File: src/sfsr_pkg.sv
/*
  Constants and types for the serial flash status and read command block:
  opcodes, bit counts, status bit positions, reset values and timing.
  Assumes a 10 MHz system clock, much faster than the host serial clock.
*/
// Operation
// - Opcode 50h arms volatile status writing; write enable latch unchanged.
// - 50h directly before 01h writes volatile copies only; stored cells kept.
// - Quad mode volatile write: pause and reserved bits driven high, ignored.
// - Opcode 04h framed by chip select clears the write enable latch.
// - Write enable latch is 0 after power-up and after program, erase, writes.
// - Status reads 05h and 35h are accepted any time, even while busy.
// - Status byte shifts out MSB first on falling edges until deselect.
// - 01h with sixteen data bits changes only protect_lock_low, quad_enable and protect_lock_high.
// - Status write runs only with the latch set; host sends 06h first.
// - Status write dropped unless deselect follows data bit eight or sixteen.
// - 01h with eight data bits clears protect_invert, quad_enable, lock high.
// - Valid status write starts a timed cycle; busy 1 during, 0 after.
// - Write enable latch clears as busy rises for a status write.
// - 31h writes one byte: only protect_invert, quad_enable, lock high.
// - Read 03h: 24-bit address on rising edges; data MSB first on falling.
// - Read address increments per byte; data streams until chip select rises.
// - Read 03h while busy is ignored; the running cycle is unaffected.
// - Fast read 0Bh: address on rising edges, dummy clocks, data on falling.
// - Quad mode fast read uses 4, 6 or 8 dummy clocks from C0h bits 5:4.
// - Quad mode dummy count returns to 4 at power-up and reset instruction.
// - Dual read 3Bh: eight dummy clocks after address, two bits per clock.
// - Dual output: line zero bits 6,4,2,0; line one bits 7,5,3,1.

package sfsr_pkg;

  localparam logic [7:0] OP_WRITE_ENABLE  = 8'h06;
  localparam logic [7:0] OP_VOL_ENABLE    = 8'h50;
  localparam logic [7:0] OP_WRITE_DISABLE = 8'h04;
  localparam logic [7:0] OP_READ_SR1      = 8'h05;
  localparam logic [7:0] OP_READ_SR2      = 8'h35;
  localparam logic [7:0] OP_WRITE_SR      = 8'h01;
  localparam logic [7:0] OP_WRITE_SR2     = 8'h31;
  localparam logic [7:0] OP_READ          = 8'h03;
  localparam logic [7:0] OP_FAST_READ     = 8'h0B;
  localparam logic [7:0] OP_DUAL_READ     = 8'h3B;
  localparam logic [7:0] OP_SET_PARAM     = 8'hC0;
  localparam logic [7:0] OP_RESET_ENABLE  = 8'h66;
  localparam logic [7:0] OP_RESET         = 8'h99;

  localparam logic [4:0] OPCODE_BITS     = 5'h08;
  localparam logic [4:0] ADDR_BITS       = 5'h18;
  localparam logic [4:0] DATA_BITS_SHORT = 5'h08;
  localparam logic [4:0] DATA_BITS_LONG  = 5'h10;
  localparam logic [4:0] COUNT_SATURATE  = 5'h1F;
  localparam logic [4:0] DUMMY_SERIAL    = 5'h08;
  localparam logic [4:0] DUMMY_QPI_SHORT = 5'h04;
  localparam logic [4:0] DUMMY_QPI_MID   = 5'h06;
  localparam logic [4:0] DUMMY_QPI_LONG  = 5'h08;
  localparam logic [4:0] DUMMY_QPI_RESET = DUMMY_QPI_SHORT;
  localparam int         PARAM_DUMMY_LSB = 4;
  localparam logic [2:0] BITS_AFTER_ONE  = 3'h7;
  localparam logic [2:0] BITS_AFTER_TWO  = 3'h6;

  // Status byte one and two bit positions
  localparam int SR1_BUSY = 0;
  localparam int SR1_WEL_POS = 1;
  localparam int SR1_LOCK_LOW = 7;
  localparam int SR2_LOCK_HIGH = 0;
  localparam int SR2_QUAD = 1;
  localparam int SR2_INVERT = 6;
  // Same fields within a sixteen-bit 01h payload
  localparam int WIDE_LOCK_LOW = 15;
  localparam int WIDE_LOCK_HIGH = 0;
  localparam int WIDE_QUAD = 1;

  localparam int CLOCK_PERIOD_NS     = 100;
  localparam int STATUS_WRITE_TIME_NS = 15000;
  localparam logic [15:0] STATUS_WRITE_CYCLES =
    16'((STATUS_WRITE_TIME_NS + CLOCK_PERIOD_NS - 1) / CLOCK_PERIOD_NS);

  typedef struct packed {
    logic protect_lock_low;
    logic protect_invert;
    logic quad_enable;
    logic protect_lock_high;
  } sfsr_prot_s;

  localparam sfsr_prot_s PROT_RESET = '{1'b0, 1'b0, 1'b0, 1'b0};

  typedef struct packed {
    logic        req;
    logic [23:0] addr;
  } sfsr_fetch_s;

  typedef enum logic [5:0] {
    ST_OPCODE = 6'h01,
    ST_ADDR   = 6'h02,
    ST_DUMMY  = 6'h04,
    ST_DATA   = 6'h08,
    ST_OUT    = 6'h10,
    ST_IGNORE = 6'h20
  } sfsr_state_e;

endpackage : sfsr_pkg

File: src/sfsr_cmd.sv
/*
  Command interpreter for write-enable controls, status register access
  and single, fast and dual-output array reads of a serial flash.
  Assumes chip select, serial clock and line zero arrive asynchronously
  and are oversampled; array bytes come from a fetch port answering in
  the system clock domain within two cycles of a request.
*/
`timescale 1ns/1ps

module sfsr_cmd #(
  parameter int FIFO_DEPTH = 8
) (
  input  wire logic                  clock,
  input  wire logic                  reset_n,
  input  wire logic                  cs_n,
  input  wire logic                  sck,
  input  wire logic                  io0_in,
  output logic                       io0_out,
  output logic                       io0_oe,
  output logic                       io1_out,
  output logic                       io1_oe,
  input  wire logic                  four_wire_command_mode,
  input  wire logic                  ext_busy,
  input  wire logic                  ext_done,
  output sfsr_pkg::sfsr_fetch_s      fetch,
  input  wire logic                  fetch_valid,
  input  wire logic [7:0]            fetch_data,
  output logic                       write_enable_latch,
  output logic                       busy,
  output logic                       quad_enable
);
  import sfsr_pkg::*;

  // Pin synchronisers; first stage feeds only the second
  logic cs_m, cs_s, cs_d;
  logic sck_m, sck_s, sck_d;
  logic io0_m, io0_s;

  always_ff @(posedge clock) begin
    if (!reset_n) begin
      cs_m  <= 1'b1;
      cs_s  <= 1'b1;
      cs_d  <= 1'b1;
      sck_m <= 1'b0;
      sck_s <= 1'b0;
      sck_d <= 1'b0;
      io0_m <= 1'b0;
      io0_s <= 1'b0;
    end else begin
      cs_m  <= cs_n;
      cs_s  <= cs_m;
      cs_d  <= cs_s;
      sck_m <= sck;
      sck_s <= sck_m;
      sck_d <= sck_s;
      io0_m <= io0_in;
      io0_s <= io0_m;
    end
  end

  logic selected;
  logic sck_rise;
  logic sck_fall;
  logic cs_rise;

  assign selected = !cs_s;
  assign sck_rise = selected && sck_s && !sck_d;
  assign sck_fall = selected && !sck_s && sck_d;
  assign cs_rise  = cs_s && !cs_d;

  sfsr_state_e state;
  sfsr_state_e next_state;
  logic [4:0]  cnt;
  logic [7:0]  opcode;
  logic [7:0]  next_opcode;
  logic [23:0] addr_in;
  logic [15:0] data_in;
  logic [4:0]  dummy_qpi;
  logic [4:0]  dummy_need;
  logic        sw_busy;
  logic        busy_now;

  assign busy_now    = sw_busy || ext_busy;
  assign next_opcode = {opcode[6:0], io0_s};

  always_comb begin
    case (next_opcode)
      OP_READ_SR1, OP_READ_SR2: next_state = ST_OUT;
      OP_READ, OP_FAST_READ, OP_DUAL_READ: begin
        // Array reads never disturb a timed cycle
        next_state = busy_now ? ST_IGNORE : ST_ADDR;
      end
      OP_WRITE_SR, OP_WRITE_SR2, OP_SET_PARAM: next_state = ST_DATA;
      default: next_state = ST_IGNORE;
    endcase
  end

  always_comb begin
    if (opcode == OP_FAST_READ && four_wire_command_mode) begin
      dummy_need = dummy_qpi;
    end else begin
      dummy_need = DUMMY_SERIAL;
    end
  end

  // Frame decoder, sampling on serial clock rising edges
  always_ff @(posedge clock) begin
    if (!reset_n || !selected) begin
      // Values stay put during the deselect cycle for execution
      if (!reset_n || !cs_rise) begin
        state <= ST_OPCODE;
        cnt   <= '0;
      end
    end else if (sck_rise) begin
      case (state)
        ST_OPCODE: begin
          opcode <= next_opcode;
          cnt    <= cnt + 5'h01;
          if (cnt == OPCODE_BITS - 5'h01) begin
            cnt   <= '0;
            state <= next_state;
          end
        end
        ST_ADDR: begin
          addr_in <= {addr_in[22:0], io0_s};
          cnt     <= cnt + 5'h01;
          if (cnt == ADDR_BITS - 5'h01) begin
            cnt   <= '0;
            state <= (opcode == OP_READ) ? ST_OUT : ST_DUMMY;
          end
        end
        ST_DUMMY: begin
          cnt <= cnt + 5'h01;
          if (cnt == dummy_need - 5'h01) begin
            cnt   <= '0;
            state <= ST_OUT;
          end
        end
        ST_DATA: begin
          data_in <= {data_in[14:0], io0_s};
          if (cnt != COUNT_SATURATE) begin
            cnt <= cnt + 5'h01;
          end
        end
        ST_IGNORE: begin
          if (cnt != COUNT_SATURATE) begin
            cnt <= cnt + 5'h01;
          end
        end
        ST_OUT: begin
          cnt <= cnt;
        end
        default: state <= ST_OPCODE;
      endcase
    end
  end

  // Commands that act when chip select rises
  logic single;
  logic data8;
  logic data16;
  logic frame_done;
  logic exec_write_enable_command;
  logic exec_wrdi;
  logic exec_vol;
  logic exec_rst_en;
  logic exec_rst;
  logic exec_param;
  logic wsr_ok;
  logic vol_write;
  logic nv_start;
  logic timer_done;
  logic vol_arm;
  logic rst_arm;
  logic [15:0] timer;

  assign single = cs_rise && state == ST_IGNORE && cnt == '0;
  assign data8  = cs_rise && state == ST_DATA && cnt == DATA_BITS_SHORT;
  assign data16 = cs_rise && state == ST_DATA && cnt == DATA_BITS_LONG;
  assign frame_done  = cs_rise && state != ST_OPCODE;
  assign exec_write_enable_command   = single && opcode == OP_WRITE_ENABLE;
  assign exec_wrdi   = single && opcode == OP_WRITE_DISABLE;
  assign exec_vol    = single && opcode == OP_VOL_ENABLE;
  assign exec_rst_en = single && opcode == OP_RESET_ENABLE;
  assign exec_rst    = single && opcode == OP_RESET && rst_arm;
  assign exec_param  = data8 && opcode == OP_SET_PARAM &&
                       four_wire_command_mode;
  // Other deselect points drop the write
  assign wsr_ok = (opcode == OP_WRITE_SR && (data8 || data16)) ||
                  (opcode == OP_WRITE_SR2 && data8);
  assign vol_write  = wsr_ok && vol_arm;
  assign nv_start   = wsr_ok && !vol_arm && write_enable_latch &&
                      !busy_now;
  assign timer_done = sw_busy && timer == '0;

  sfsr_prot_s nv;
  sfsr_prot_s vol;
  sfsr_prot_s staged;
  sfsr_prot_s next_prot;

  // Pause and reserved positions of the payload are never stored
  always_comb begin
    next_prot = vol;
    if (opcode == OP_WRITE_SR2) begin
      next_prot.protect_invert    = data_in[SR2_INVERT];
      next_prot.quad_enable       = data_in[SR2_QUAD];
      next_prot.protect_lock_high = data_in[SR2_LOCK_HIGH];
    end else if (cnt == DATA_BITS_SHORT) begin
      next_prot.protect_lock_low  = data_in[SR1_LOCK_LOW];
      next_prot.protect_invert    = 1'b0;
      next_prot.quad_enable       = 1'b0;
      next_prot.protect_lock_high = 1'b0;
    end else begin
      // Invert bit is outside the reach of a sixteen-bit 01h
      next_prot.protect_lock_low  = data_in[WIDE_LOCK_LOW];
      next_prot.quad_enable       = data_in[WIDE_QUAD];
      next_prot.protect_lock_high = data_in[WIDE_LOCK_HIGH];
    end
  end

  always_ff @(posedge clock) begin
    if (!reset_n) begin
      sw_busy <= 1'b0;
      timer   <= '0;
      staged  <= PROT_RESET;
    end else if (nv_start) begin
      sw_busy <= 1'b1;
      timer   <= STATUS_WRITE_CYCLES - 16'h0001;
      staged  <= next_prot;
    end else if (sw_busy) begin
      if (timer == '0) begin
        sw_busy <= 1'b0;
      end else begin
        timer <= timer - 16'h0001;
      end
    end
  end

  always_ff @(posedge clock) begin
    if (!reset_n) begin
      nv  <= PROT_RESET;
      vol <= PROT_RESET;
    end else if (timer_done) begin
      nv  <= staged;
      vol <= staged;
    end else if (vol_write) begin
      vol <= next_prot;
    end
  end

  // Latch set by 06h wins over a clear in the same cycle
  always_ff @(posedge clock) begin
    if (!reset_n) begin
      write_enable_latch <= 1'b0;
    end else if (exec_write_enable_command) begin
      write_enable_latch <= 1'b1;
    end else if (exec_wrdi || ext_done || timer_done) begin
      write_enable_latch <= 1'b0;
    end else if (nv_start) begin
      write_enable_latch <= 1'b0;
    end
  end

  // 50h does not touch the latch
  always_ff @(posedge clock) begin
    if (!reset_n) begin
      vol_arm <= 1'b0;
      rst_arm <= 1'b0;
    end else begin
      if (exec_vol) begin
        vol_arm <= 1'b1;
      end else if (frame_done) begin
        vol_arm <= 1'b0;
      end
      if (exec_rst_en) begin
        rst_arm <= 1'b1;
      end else if (frame_done) begin
        rst_arm <= 1'b0;
      end
    end
  end

  always_ff @(posedge clock) begin
    if (!reset_n || exec_rst) begin
      dummy_qpi <= DUMMY_QPI_RESET;
    end else if (exec_param) begin
      case (data_in[PARAM_DUMMY_LSB +: 2])
        2'h0:    dummy_qpi <= DUMMY_QPI_SHORT;
        2'h1:    dummy_qpi <= DUMMY_QPI_MID;
        default: dummy_qpi <= DUMMY_QPI_LONG;
      endcase
    end
  end

  always_ff @(posedge clock) begin
    if (!reset_n) begin
      busy <= 1'b0;
    end else begin
      busy <= busy_now;
    end
  end

  assign quad_enable = vol.quad_enable;

  // Array prefetch into the FIFO, one request outstanding
  logic        fetch_on;
  logic        pending;
  logic        stale;
  logic        addr_done;
  logic        push_ready;
  logic        pop;
  logic        head_valid;
  logic [7:0]  head_data;

  assign addr_done = sck_rise && state == ST_ADDR &&
                     cnt == ADDR_BITS - 5'h01;

  always_ff @(posedge clock) begin
    if (!reset_n) begin
      fetch    <= '0;
      fetch_on <= 1'b0;
      pending  <= 1'b0;
      stale    <= 1'b0;
    end else begin
      fetch.req <= 1'b0;
      if (fetch_valid) begin
        pending <= 1'b0;
        if (!stale) begin
          fetch.addr <= fetch.addr + 24'h00_0001;
        end
      end
      stale <= cs_rise && pending && !fetch_valid ? 1'b1 :
               fetch_valid ? 1'b0 : stale;
      if (addr_done) begin
        fetch_on   <= 1'b1;
        fetch.addr <= {addr_in[22:0], io0_s};
      end else if (cs_rise) begin
        fetch_on <= 1'b0;
      end else if (fetch_on && !pending && push_ready) begin
        // Ready low holds fetching off until a byte drains
        fetch.req <= 1'b1;
        pending   <= 1'b1;
      end
    end
  end

  sfsr_fifo #(
    .WIDTH (8),
    .DEPTH (FIFO_DEPTH)
  ) u_fifo (
    .clock     (clock),
    .reset_n   (reset_n),
    .flush     (cs_rise),
    .in_valid  (fetch_valid && !stale && fetch_on),
    .in_ready  (push_ready),
    .in_data   (fetch_data),
    .out_valid (head_valid),
    .out_ready (pop),
    .out_data  (head_data)
  );

  // Output shifter, driving on serial clock falling edges
  logic [7:0] sr1;
  logic [7:0] sr2;
  logic [7:0] src_byte;
  logic [7:0] shift;
  logic [2:0] out_left;
  logic       is_status;
  logic       dual;

  always_comb begin
    sr1 = '0;
    sr1[SR1_BUSY]     = busy_now;
    sr1[SR1_WEL_POS]  = write_enable_latch;
    sr1[SR1_LOCK_LOW] = vol.protect_lock_low;
    // Pause and reserved bits read as zero
    sr2 = '0;
    sr2[SR2_LOCK_HIGH] = vol.protect_lock_high;
    sr2[SR2_QUAD]      = vol.quad_enable;
    sr2[SR2_INVERT]    = vol.protect_invert;
  end

  assign is_status = opcode == OP_READ_SR1 || opcode == OP_READ_SR2;
  assign dual      = opcode == OP_DUAL_READ;
  assign pop = sck_fall && state == ST_OUT && out_left == '0 &&
               !is_status;

  always_comb begin
    if (is_status) begin
      src_byte = (opcode == OP_READ_SR2) ? sr2 : sr1;
    end else begin
      // Underrun sends zeros rather than stalling the host
      src_byte = head_valid ? head_data : 8'h00;
    end
  end

  always_ff @(posedge clock) begin
    if (!reset_n || !selected) begin
      io0_out  <= 1'b0;
      io0_oe   <= 1'b0;
      io1_out  <= 1'b0;
      io1_oe   <= 1'b0;
      shift    <= '0;
      out_left <= '0;
    end else if (sck_fall && state == ST_OUT) begin
      io1_oe <= 1'b1;
      io0_oe <= dual;
      if (out_left == '0) begin
        // Status byte reloads each time, so it repeats
        io1_out <= src_byte[7];
        io0_out <= dual ? src_byte[6] : 1'b0;
        if (dual) begin
          shift    <= {src_byte[5:0], 2'b00};
          out_left <= BITS_AFTER_TWO;
        end else begin
          shift    <= {src_byte[6:0], 1'b0};
          out_left <= BITS_AFTER_ONE;
        end
      end else begin
        io1_out <= shift[7];
        io0_out <= dual ? shift[6] : 1'b0;
        if (dual) begin
          shift    <= {shift[5:0], 2'b00};
          out_left <= out_left - 3'h2;
        end else begin
          shift    <= {shift[6:0], 1'b0};
          out_left <= out_left - 3'h1;
        end
      end
    end
  end

endmodule : sfsr_cmd

File: src/sfsr_fifo.sv
/*
  Synchronous FIFO with valid/ready on both sides and a flush input.
  Assumes DEPTH is a power of two and one clock for both sides.
*/
`timescale 1ns/1ps

module sfsr_fifo #(
  parameter int WIDTH = 8,
  parameter int DEPTH = 8
) (
  input  wire logic             clock,
  input  wire logic             reset_n,
  input  wire logic             flush,
  input  wire logic             in_valid,
  output logic                  in_ready,
  input  wire logic [WIDTH-1:0] in_data,
  output logic                  out_valid,
  input  wire logic             out_ready,
  output logic      [WIDTH-1:0] out_data
);

  localparam int AW = $clog2(DEPTH);

  logic [WIDTH-1:0] mem [DEPTH];
  logic [AW:0]      wr_ptr;
  logic [AW:0]      rd_ptr;
  logic             full;
  logic             empty;

  assign empty = (wr_ptr == rd_ptr);
  assign full  = (wr_ptr[AW] != rd_ptr[AW]) &&
                 (wr_ptr[AW-1:0] == rd_ptr[AW-1:0]);
  assign in_ready  = !full;
  assign out_valid = !empty;
  assign out_data  = mem[rd_ptr[AW-1:0]];

  always_ff @(posedge clock) begin
    if (!reset_n || flush) begin
      wr_ptr <= '0;
      rd_ptr <= '0;
    end else begin
      if (in_valid && !full) begin
        wr_ptr <= wr_ptr + 1'b1;
      end
      if (out_ready && !empty) begin
        rd_ptr <= rd_ptr + 1'b1;
      end
    end
  end

  always_ff @(posedge clock) begin
    if (in_valid && !full) begin
      mem[wr_ptr[AW-1:0]] <= in_data;
    end
  end

endmodule : sfsr_fifo

File: config.mk
export PLATFORM = sky130hd
export DESIGN_NAME = sfsr_cmd
export DESIGN_NICKNAME = d
export VERILOG_FILES = /design/src/sfsr_pkg.sv /design/src/sfsr_cmd.sv /design/src/sfsr_fifo.sv
export SDC_FILE = /design/constraint.sdc
export NUM_CORES = 1
export LEC_CHECK = 0
export CAP_MARGIN = 20
export CORE_ASPECT_RATIO = 1.2
export CORE_MARGIN = 1
export CORE_UTILIZATION = 25
export CTS_CLUSTER_DIAMETER = 80
export DETAILED_ROUTE_END_ITERATION = 8
export DONT_BUFFER_PORTS = 1
export MAX_ROUTING_LAYER = met4
export PLACE_DENSITY = 0.42
export SLEW_MARGIN = 20
export SYNTH_ARGS = -nofsm -noshare
export SYNTH_HDL_FRONTEND = slang
export SYNTH_SLANG_ARGS = --single-unit
File: constraint.sdc
create_clock -name clock -period 5.3 [get_ports clock]
set_input_delay 1.06 -clock clock [delete_from_list [all_inputs] [get_ports clock]]
set_output_delay 1.06 -clock clock [all_outputs]
set_load 0.03 [all_outputs]
==> results of run 1 <==
power by group through the flow:
stage               combinational [uW]  clock, uW  sequential, uW
global route                      61.1       2070            1780
global placement                  56.0          0            1820
detailed placement                55.9          0            1820
floorplan                         44.2          0            1810
CTS                               56.3       2000            1780
finish                            54.8       1940            1780
stage by stage:
| step | power (uW) | util (%) | hold slack [ps] | area [um^2] | setup slack [ps] |
|---|---|---|---|---|---|
| 2_1_floorplan | 1850 | - | 386 | 9600 | 1290 |
| 3_3_place_gp | 1870 | 26.8 | 389 | 10100 | 1960 |
| 3_5_place_dp | 1870 | 26.8 | 397 | 10200 | 1850 |
| 4_1_cts | 3840 | 29.3 | 411 | 11100 | 1820 |
| 5_1_grt | 3920 | 29.3 | 427 | 11100 | 1590 |
| 6_report | 3770 | 29.3 | 405 | 11100 | 1860 |
registers in the layout, summed over array words and instances (netlist names), 5 cells and up, named ones only:
name and flops:
data_in 16, u_fifo.mem 64, addr_in 23, cnt 5, fetch 25, timer 16, opcode 8, shift 7
state 6
cells in the mapped netlist (all sizes together) (3+ instances only):
master and instances:
edfxtp 122, dfxtp 93, nor2 88, nand2 42, a21oi 33, nor3 32, o21ai 28, xnor2 27
nand3 26, clkbuf 24, xor2 23, a211oi 20, nor4 18, and2 17, mux2i 17, inv 16
mux4 16, nand2b 16, buf 15, nand4 15, or3 11, ha 10, nor2b 9, and3 7
nor4b 7, mux2 6, nand3b 6, a21boi 5, o211a 5, or4 5, nor4bb 4, a2111oi 3
a311oi 3, and4b 3, nand4b 3, nor3b 3, o2111ai 3, o211ai 3, o22ai 3, o41ai 3
or4b 3
kinds of logic (layout without fill, tap and decap cells):
logic type,Yosys count,after routing
AOI/OAI and AO/OA,127,127
xor gates and xnor gates,50,50
adders and majority gates,10,10
buffers and inverters,56,76
DFF,215,215
muxes,39,39
and+or+nand+nor,322,322
layout make-up:
class,count,area [um^2]
inverters,17,63.8
clock inverters,13,219
fillers,3862,26800
repair buffers,11,80.1
flip-flops and latches,215,5530
multi-input cells,548,3890
clock buffers,35,726
well taps,480,601
layer usage:
metal / up-vias / share of wire (%) / track usage [%]
met5: - / 0 / -
met4: 0 / 1.8 / 3.16
met3: 31 / 4.6 / 2.32
met2: 93 / 51 / 21.7
met1: 3116 / 43 / 15.0
li1: 3081 / - / -
critical path, stage by stage, from the launching register on:
cell and delay (ps):
edfxtp_1 560, nor4_4 610, nand4_1 250, ha_1 350, xor2_1 160, nand2_1 80, or4_1 550, o21ai_1 500
final timing paths:
path                            slack [ps]  startpoint  cells after the start  endpoint
worst max-delay path                  1860   opcode[4]                      7  state[4]
worst min-delay path                   410        cs_m                      1      cs_s
worst max register to register        1860   opcode[4]                      7  state[4]
worst min register to register         410        cs_m                      1      cs_s
==> results.md, run 1 <==
- Status: finished, final reports clean
- Post-CTS Repair Setup Buffers: 0
- Drt initial violations: 348
- Post-synthesis share of cell area spent on xor and xnor gates: 4.56%
- CTS root buf: clkbuf_16
- Post-synthesis compound-gate area fraction: 8.86%
- Commonest non-fill, non-tap cells in the layout: edfxtp_1 (122), dfxtp_1 (92), nor2_1 (87)
- Critical path class: flip-flop to flip-flop
- Achievable Freq: about 0.29 GHz
- Nets: roughly 850
- Int Pwr: 3040 uW
- Die ar.: 0.0392 mm^2
- Layout cell share with drive strength beyond 1: 11.9%
- # clock sinks: 215
- Io pins: 49
- Ys Warns: 0
- Non-Filler Instances: 1319
- Crit path launch type: flip-flop
- Clock latency at the later pin of the worst-skew pair: 520 ps
- Unrepaired setup endpoints after global routing: false
- GR Util All Layers: 12.6%
- Simple-gate area share of the yosys netlist: 19.1%
- Pins Over Slew Limit: 0
- Top FF cell, synth: edfxtp_1
- Max cap viols: 0
- Total CTS buffers: 26
- Critical path capture point type: flip-flop
- Sequential power share: between 40 and 50%
- DR WL/cell: 17.9 um
- Final Cycle Share: about two thirds
- Commonest non-fill, non-tap cell in the layout: edfxtp_1
- Post-CTS resize count: 0
- PortBufs: 0
- # diodes: 0
- H-tree levels: 1
- Synth top area share: 38.2%
- Min-delay worst type: flip-flop to flip-flop
- Clock slew seen by the registers of the worst setup and hold paths: 60 ps
- Logic pwr share: 1.5%
- Global placement routability congestion: 0.796
- Library cells used by synthesis: 78
- Hold-fix buffers, CTS: 0
- Worst EP required: 5460 ps
- Die Wd: 181 um
- Post-Synth Adder-Cell Area: 1.30%
- Slew HR: 39.6%
- Sw Pwr: 738 uW
- Pre-antenna DRT Iters: 6
- Leak: 0.00359 uW
- PwrDens: 340 mW/mm^2
- Cell taking the most area after synthesis: edfxtp_1
- EDFF count, synth: around 120
- Proportion of synthesized area in mux cells: between 6 and 7%
- CP max FO: 11
- Final setup viols: 0
- Vias/cell: 4.79
- Cell Area, Synth: between 0.009 and 0.01 mm^2
- Flops & latches, synth: between 200 and 250
- # DRC: 0
- Worst-Margin Slew: 894 ps
- Sw frac: 19.6%
- Final HPWL from detailed placement: 16400 um
- CTS Buffer Depth: 3
- Syn_area_per_cell: 11.7 um^2
- Main area contributors after synthesis: edfxtp_1 (38%), dfxtp_1 (19%), mux4_2 (3.8%)
- Vias in the first global route: 6521
- Area Overhead vs Synth: 15.7%
- Largest family of logic cells by synthesized area: simple AND/OR/NAND/NOR gates
- Placed insts: 1271
- FP Rows: between 70 and 80
- Sequential fraction of the synthesis area: 57.6%
- Via count: about 6300
- Vert. Die Dim: 217 um
- CP arrival: 3590 ps
- VDD IR max: 0.228 mV
- Clk pwr share: 51.3%
- Final Skew: 12.1 ps
- Largest net degree at the start of global routing: 52
- CTS tree: built
- Fin Setup TNS: 0 ps
- Drt total wl: 23600 um
- Initial antenna violation count: 0
- Ys async rst share: 0%
- Mapped Cells: between 800 and 900
- Final antenna-violating net count: 0
- Core area: 0.0379 mm^2
- Net Count, Synth: 846
- Min Tclk post-route: 3440 ps
- Overflow left after global routing: 0
- Initial Util: between 20% and 30%
- Final Hold Fails: 0
- Global-route wire length before repair: 37800 um
Power figures use the tool's default switching activity.
==> inputs of run 2 (changes only) <==
Settings changed: PLACE_DENSITY 0.42 to 0.44.
Clock period 5.3 ns to 3.1 ns, I/O delays scaled along.
==> run 2 against run 1 <==
Compared with the run above: sequential share of layout area is 0.60 points lower; die area is the same; wire length down 2.9%; hold slack worse by 250 ps; clock power is 55% higher; critical path depth increased by 1; core utilization up 0.35 points; clock skew up 0.87 ps.
==> results.md, run 2 (synthesized netlist as in run 1, its figures left out) <==
- Status: finished, final reports clean
- Critical path startpoint: opcode[7]
- PortBufs: 0 (unchanged)
- CP arrival: 3070 ps (-520 ps)
- Top routing layer in use: met4
- Via count: 6441 (+1.9%)
- Vias/cell: 4.76 (-0.59%)
- Final setup viols: 0 (unchanged)
- Post-CTS resize count: 0 (unchanged)
- Drt total wl: 22900 um (-2.9%)
- Critical path capture point type: flip-flop
- Commonest non-fill, non-tap cells in the layout: edfxtp_1 (122), dfxtp_1 (93), nor2_1 (87)
- Critical path class: flip-flop to flip-flop
- Achievable Freq: 0.354 GHz (+22%)
- Drt initial violations: 440 (+26%)
- Unrepaired setup endpoints after global routing: false
- Met1 wire length: 9990 um (-1.4%)
- Crit path launch type: flip-flop
- Final Cycle Share: 91.2% (+26 points)
- Vias in the first global route: 6575 (+0.83%)
- # clock sinks: 215 (unchanged)
- CTS Buffer Depth: 3 (unchanged)
- Wire length on met2: 11600 um (-3.5%)
- CP Capture Point: state[3]
- Finished Core Util: 29.7% (+0.35 points)
- Post-CTS Repair Setup Buffers: 0 (unchanged)
- Layout cell share with drive strength beyond 1: 14.7% (+2.8 points)
- Overflow left after global routing: 0 (unchanged)
- # DRC: 0 (unchanged)
- Die Wd: 181 um (unchanged)
- H-tree levels: 1 (unchanged)
- Fill count: 3883 (+0.54%)
- FF-to-FF Start: opcode[7]
- Nets: 879 (+3.9%)
- Core area: 0.0379 mm^2 (unchanged)
- Reg2Reg Setup Slack: 270 ps (-1590 ps)
- PwrDens: 548 mW/mm^2 (+61%)
- Pins Over Slew Limit: 0 (unchanged)
- Sequential power share: 49.3% (+2.1 points)
- Clk pwr share: 48.9% (-2.4 points)
- Register area: 0.00553 mm^2 (about the same)
- Worst reg-to-reg path cell count: 8 (+1)
- Worst EP required: 3340 ps (-2120 ps)
- Met3 Wirelength: 872 um (-20%)
- CTS tree: built
- Logic pwr share: 1.7% (+0.2 points)
- Initial Util: 25.4% (unchanged)
- Min Tclk post-route: 2830 ps (-609 ps)
- Final Hold Fails: 0 (unchanged)
- Clock slew seen by the registers of the worst setup and hold paths: 60 ps (about the same)
- # diodes: 0 (unchanged)
- VDD IR max: 0.384 mV (+68%)
- Commonest non-fill, non-tap cell in the layout: edfxtp_1
- Sw frac: 21.2% (+1.6 points)
- Max cap viols: 0 (unchanged)
- Final antenna-violating net count: 0 (unchanged)
- Leak: 0.00371 uW (+3.3%)
- CTS root buf: clkbuf_16
- Initial antenna violation count: 0 (unchanged)
- FF-to-FF End: state[3]
- Global placement routability congestion: 0.823 (+3.4%)
- Max reg flops: 64 (unchanged)
- Die ar.: 0.0392 mm^2 (unchanged)
- Total CTS buffers: 26 (unchanged)
- Sw Pwr: 1310 uW (+77%)
- Area occupied by multi-input gates: 0.00387 mm^2 (-0.51%)
- Vert. Die Dim: 217 um (unchanged)
- Io pins: 49 (unchanged)
- Global-route wire length before repair: 36600 um (-3.2%)
- GR Util All Layers: 12.1% (-0.46 points)
- FP Rows: 78 (unchanged)
- Slew HR: 56.7% (+17 points)
- Clock latency at the later pin of the worst-skew pair: 540 ps (+20 ps)
- Fin Setup TNS: 0 ps (unchanged)
- Min-delay worst type: input pin to flip-flop
- Hold-fix buffers, CTS: 0 (unchanged)
- Area Overhead vs Synth: 17.1%
- DR WL/cell: 17.0 um (-5.3%)
- Int Pwr: 4850 uW (+60%)
- CP max FO: 7 (-4)
- Largest net degree at the start of global routing: 38 (-27%)
- Final HPWL from detailed placement: 15800 um (-4.1%)
- Final Skew: 13.0 ps (+0.874 ps)
- Pre-antenna DRT Iters: 4 (-2)
- Worst-Margin Slew: 648 ps (-246 ps)
==> run 2: cell count changes in the layout (fill, tap and decap cells not counted), sizes merged <==
cell	change
clkbuf	-5
clkinv	+6
bufinv	-3
buf	+33
clkinvlp	+2
==> run 2: area by class of cell <==
class / instances / share of cell area, %
Sequential cell: 215 / 49.1
Multi-Input combinational cell: 548 / 34.5
Clock buffer: 30 / 5.92
Tap cell: 480 / 5.34
Timing Repair Buffer: 44 / 2.94
Clock inverter: 18 / 1.64
Inverter: 17 / 0.568
==> run 2: worst min path at each step <==
stage,startpoint,end,slack (ps),cells after the start
floorplan,cs_m,cs_s,390,1
detailed placement,cs_m,cs_s,390,1
CTS,reset_n,cs_s,130,1
global route,reset_n,cs_m,140,1
global placement,cs_m,cs_s,390,1
finish,fetch_valid,stale,160,1
==> run 2: power groups by stage <==
| stage | sequential, uW | clock, uW | combinational [uW] |
|---|---|---|---|
| after floorplan | 3090 | 0 | 75.7 |
| after global routing | 3040 | 3220 | 117 |
| after CTS | 3040 | 3130 | 108 |
| after global placement | 3100 | 0 | 109 |
| final | 3040 | 3010 | 106 |
| after detailed placement | 3100 | 0 | 108 |
==> run 2: through the flow <==
step                area [um^2]  power, uW  setup WS, ps  hold WS, ps  cells
floorplan                  9600       3170          18.0          386    819
global placement          10400       3210           310          389   1304
detailed placement        10400       3210           293          392   1304
CTS                       11200       6270           251          134   1352
global route              11200       6380          94.7          140   1352
finish                    11200       6160           274          159   1352
==> run 2: critical path, stage by stage (launching register included) <==
cell,delay (ps)
edfxtp_1,500
nor4_4,330
nand4_1,190
ha_1,340
xor2_1,150
nand2_1,80
or4_1,590
o21ai_1,180
buf_4,170
==> run 2: metal layers <==
layer,track usage [%],vias up
met1,14.0,3171
met5,-,-
li1,-,3150
met2,21.2,85
met4,3.68,0
met3,2.22,35
==> inputs of run 3 (changes only) <==
Settings changed: CORE_MARGIN 1 to 4, REMOVE_ABC_BUFFERS set to 1.
==> run 3 against run 2 <==
Compared with the run above: wire length is 1.2% higher; clock power hardly changed; critical path depth stayed put; largest cell class unchanged.
==> results.md, run 3 (synthesized netlist as in run 1, its figures left out) <==
- Status: finished, final reports clean
- Final Skew: 11.7 ps (-1.25 ps)
- Pre-CTS setup slack: 318 ps (+25.6 ps)
- Clock latency at the later pin of the worst-skew pair: 530 ps (about the same)
- Final Cycle Share: 89.0% (-2.2 points)
- Leak: 0.00371 uW (about the same)
- Worst-Margin Slew: 741 ps (+92.7 ps)
- Initial antenna violation count: 1 (+1)
- WHS Path Cells: 1 (unchanged)
- Pins Over Slew Limit: 0 (unchanged)
- Drt initial violations: 304 (-31%)
- M1 GR Usage: 13.9% (-0.089 points)
- Achievable Freq: 0.363 GHz (+2.5%)
- Fill count: 3883 (unchanged)
- Sequence of cells on the critical path: and4b_1 > nand4_1 > ha_1 > xor2_1 > nand2_1 > or4_1 > o21ai_1 > buf_4
- Die ar.: 0.0416 mm^2 (+6.2%)
- Post-CTS Repair Setup Buffers: 0 (unchanged)
- Fin Setup TNS: 0 ps (unchanged)
- Layout cell share with drive strength beyond 1: 14.7% (+0.030 points)
- Overflow left after global routing: 0 (unchanged)
- Sw frac: 20.9% (-0.35 points)
- Final Hold Fails: 0 (unchanged)
- Final setup viols: 0 (unchanged)
- Unrepaired setup endpoints after global routing: false
- Drt total wl: 23200 um (+1.2%)
- # DRC: 0 (unchanged)
- Pre-antenna DRT Iters: 5 (+1)
- Worst min-delay path startpoint: fetch_valid
- Clk pwr share: 48.7% (-0.2 points)
- Crit path launch type: flip-flop
- FF-to-FF Start: opcode[3]
- Via count: 6460 (+0.29%)
- Area Overhead vs Synth: 17.5%
- Finished Core Util: 29.8% (+0.083 points)
- Critical path startpoint: opcode[3]
- Final WS setup: 342 ps (+67.6 ps)
- GR Util All Layers: 11.3% (-0.82 points)
- Worst path depth: 8 (unchanged)
- Die Wd: 187 um (+3.3%)
- Post-CTS resize count: 0 (unchanged)
- Vias in the first global route: 6521 (-0.82%)
- Hold-fix buffers, CTS: 0 (unchanged)
- Busiest grt layer: met2
- Min Tclk post-route: 2760 ps (-67.6 ps)
- Sequential power share: 49.6% (+0.3 points)
- Final HPWL from detailed placement: 16300 um (+3.5%)
- Total power: 6130 uW (-0.48%)
- Total CTS buffers: 26 (unchanged)
- Worst EP required: 3340 ps (about the same)
- Sw Pwr: 1280 uW (-2.1%)
- Logic pwr share: 1.7% (about the same)
- Max cap viols: 0 (unchanged)
- Io pins: 49 (unchanged)
- PwrDens: 544 mW/mm^2 (-0.75%)
- VDD IR max: 0.336 mV (-12%)
- Slowest CP cell: or4_1
- # clock sinks: 215 (unchanged)
- FP Rows: 78 (unchanged)
- Core area: 0.0379 mm^2 (unchanged)
- Vias/cell: 4.76 (-0.15%)
- Vert. Die Dim: 223 um (+2.8%)
- CP arrival: 3000 ps (-70 ps)
- CP max FO: 8 (+1)
- Nets: 884 (+0.57%)
- DR WL/cell: 17.1 um (+0.78%)
- Global placement routability congestion: 0.784 (-4.8%)
- CTS Buffer Depth: 3 (unchanged)
- Clock slew seen by the registers of the worst setup and hold paths: 60 ps (about the same)
- Crit path max-delay family: simple AND/OR/NAND/NOR gates
- Commonest non-fill, non-tap cell in the layout: edfxtp_1
- Met3 GRT Util: 2.53% (+0.31 points)
- Placed insts: 1309 (+0.38%)
- Commonest non-fill, non-tap cells in the layout: edfxtp_1 (122), dfxtp_1 (93), nor2_1 (87)
- Critical path class: flip-flop to flip-flop
- CTS tree: built
- Area occupied by multi-input gates: 0.00387 mm^2 (-0.16%)
- Register area: 0.00553 mm^2 (unchanged)
- Max reg flops: 64 (unchanged)
- CTS root buf: clkbuf_16
- Global-route wire length before repair: 37100 um (+1.4%)
- Worst reg-to-reg path cell count: 8 (unchanged)
- GR met2 Demand/Resource: 18.8% (-2.4 points)
- Slew HR: 50.5% (-6.2 points)
- H-tree levels: 1 (unchanged)
- PortBufs: 0 (unchanged)
- Final antenna-violating net count: 0 (unchanged)
- Max incr delay on CP: 560 ps (-30 ps)
- Largest net degree at the start of global routing: 31 (-18%)
- Critical path capture point type: flip-flop
- Min-delay worst type: input pin to flip-flop
- Non-Filler Instances: 1358 (+0.44%)
- Int Pwr: 4850 uW (about the same)
- WP buf/inv: 1 (unchanged)
- Initial Util: 25.4% (unchanged)
==> run 3: changes by cell type in the layout (fill, tap and decap cells not counted) <==
| cell | delta |
|---|---|
| clkbuf_1 | +4 |
| buf_4 | +5 |
| clkbuf_8 | +1 |
| clkinv_2 | -4 |
| nor3_2 | +1 |
| bufinv_16 | -1 |
| inv_4 | -1 |
| nor3_4 | -1 |
| diode_2 | +1 |
| clkbuf_16 | +1 |
==> run 3: layout make-up <==
cell class | instances | share of cell area [%]
Clock inverter | 12 | 1.13
Sequential cell | 215 | 49.0
Multi-Input combinational cell | 548 | 34.3
Antenna cell | 1 | 0.0222
Inverter | 17 | 0.566
Tap cell | 480 | 5.33
Clock buffer | 36 | 6.38
Timing Repair Buffer | 49 | 3.26
==> run 3: path summary, 6_finish.rpt <==
check	to	slack, ps
max	state[1]	340
min	stale	160
min reg2reg	cs_s	400
max reg2reg	state[1]	340
==> run 3: through the flow <==
stage	cell area, um^2	hold WS (ps)
after floorplan	9430	386
after global placement	10400	393
after detailed placement	10400	394
after CTS	11300	132
after global routing	11300	137
final	11300	160
==> run 3: worst reg2reg max path: stages, from the launching register on <==
cell	delay, ps
edfxtp_1	450
and4b_1	390
nand4_1	190
ha_1	350
xor2_1	150
nand2_1	80
or4_1	560
o21ai_1	150
buf_4	160
==> run 3: power by group through the flow <==
| stage | Combinational (uW) | Sequential [uW] | Clock (uW) |
|---|---|---|---|
| CTS | 105 | 3040 | 3090 |
| finish | 103 | 3040 | 2980 |
| detailed placement | 105 | 3100 | 0 |
| floorplan | 64.0 | 3100 | 0 |
| global route | 115 | 3040 | 3220 |
| global placement | 105 | 3100 | 0 |
==> run 3: metal layers <==
| metal | routed length, um | vias up | part of all wire (%) |
|---|---|---|---|
| met5 | 0 | - | 0 |
| met4 | 501 | 0 | 2.2 |
| met3 | 1080 | 42 | 4.6 |
| met2 | 11400 | 105 | 49 |
| met1 | 10200 | 3158 | 44 |
| li1 | - | 3155 | - |
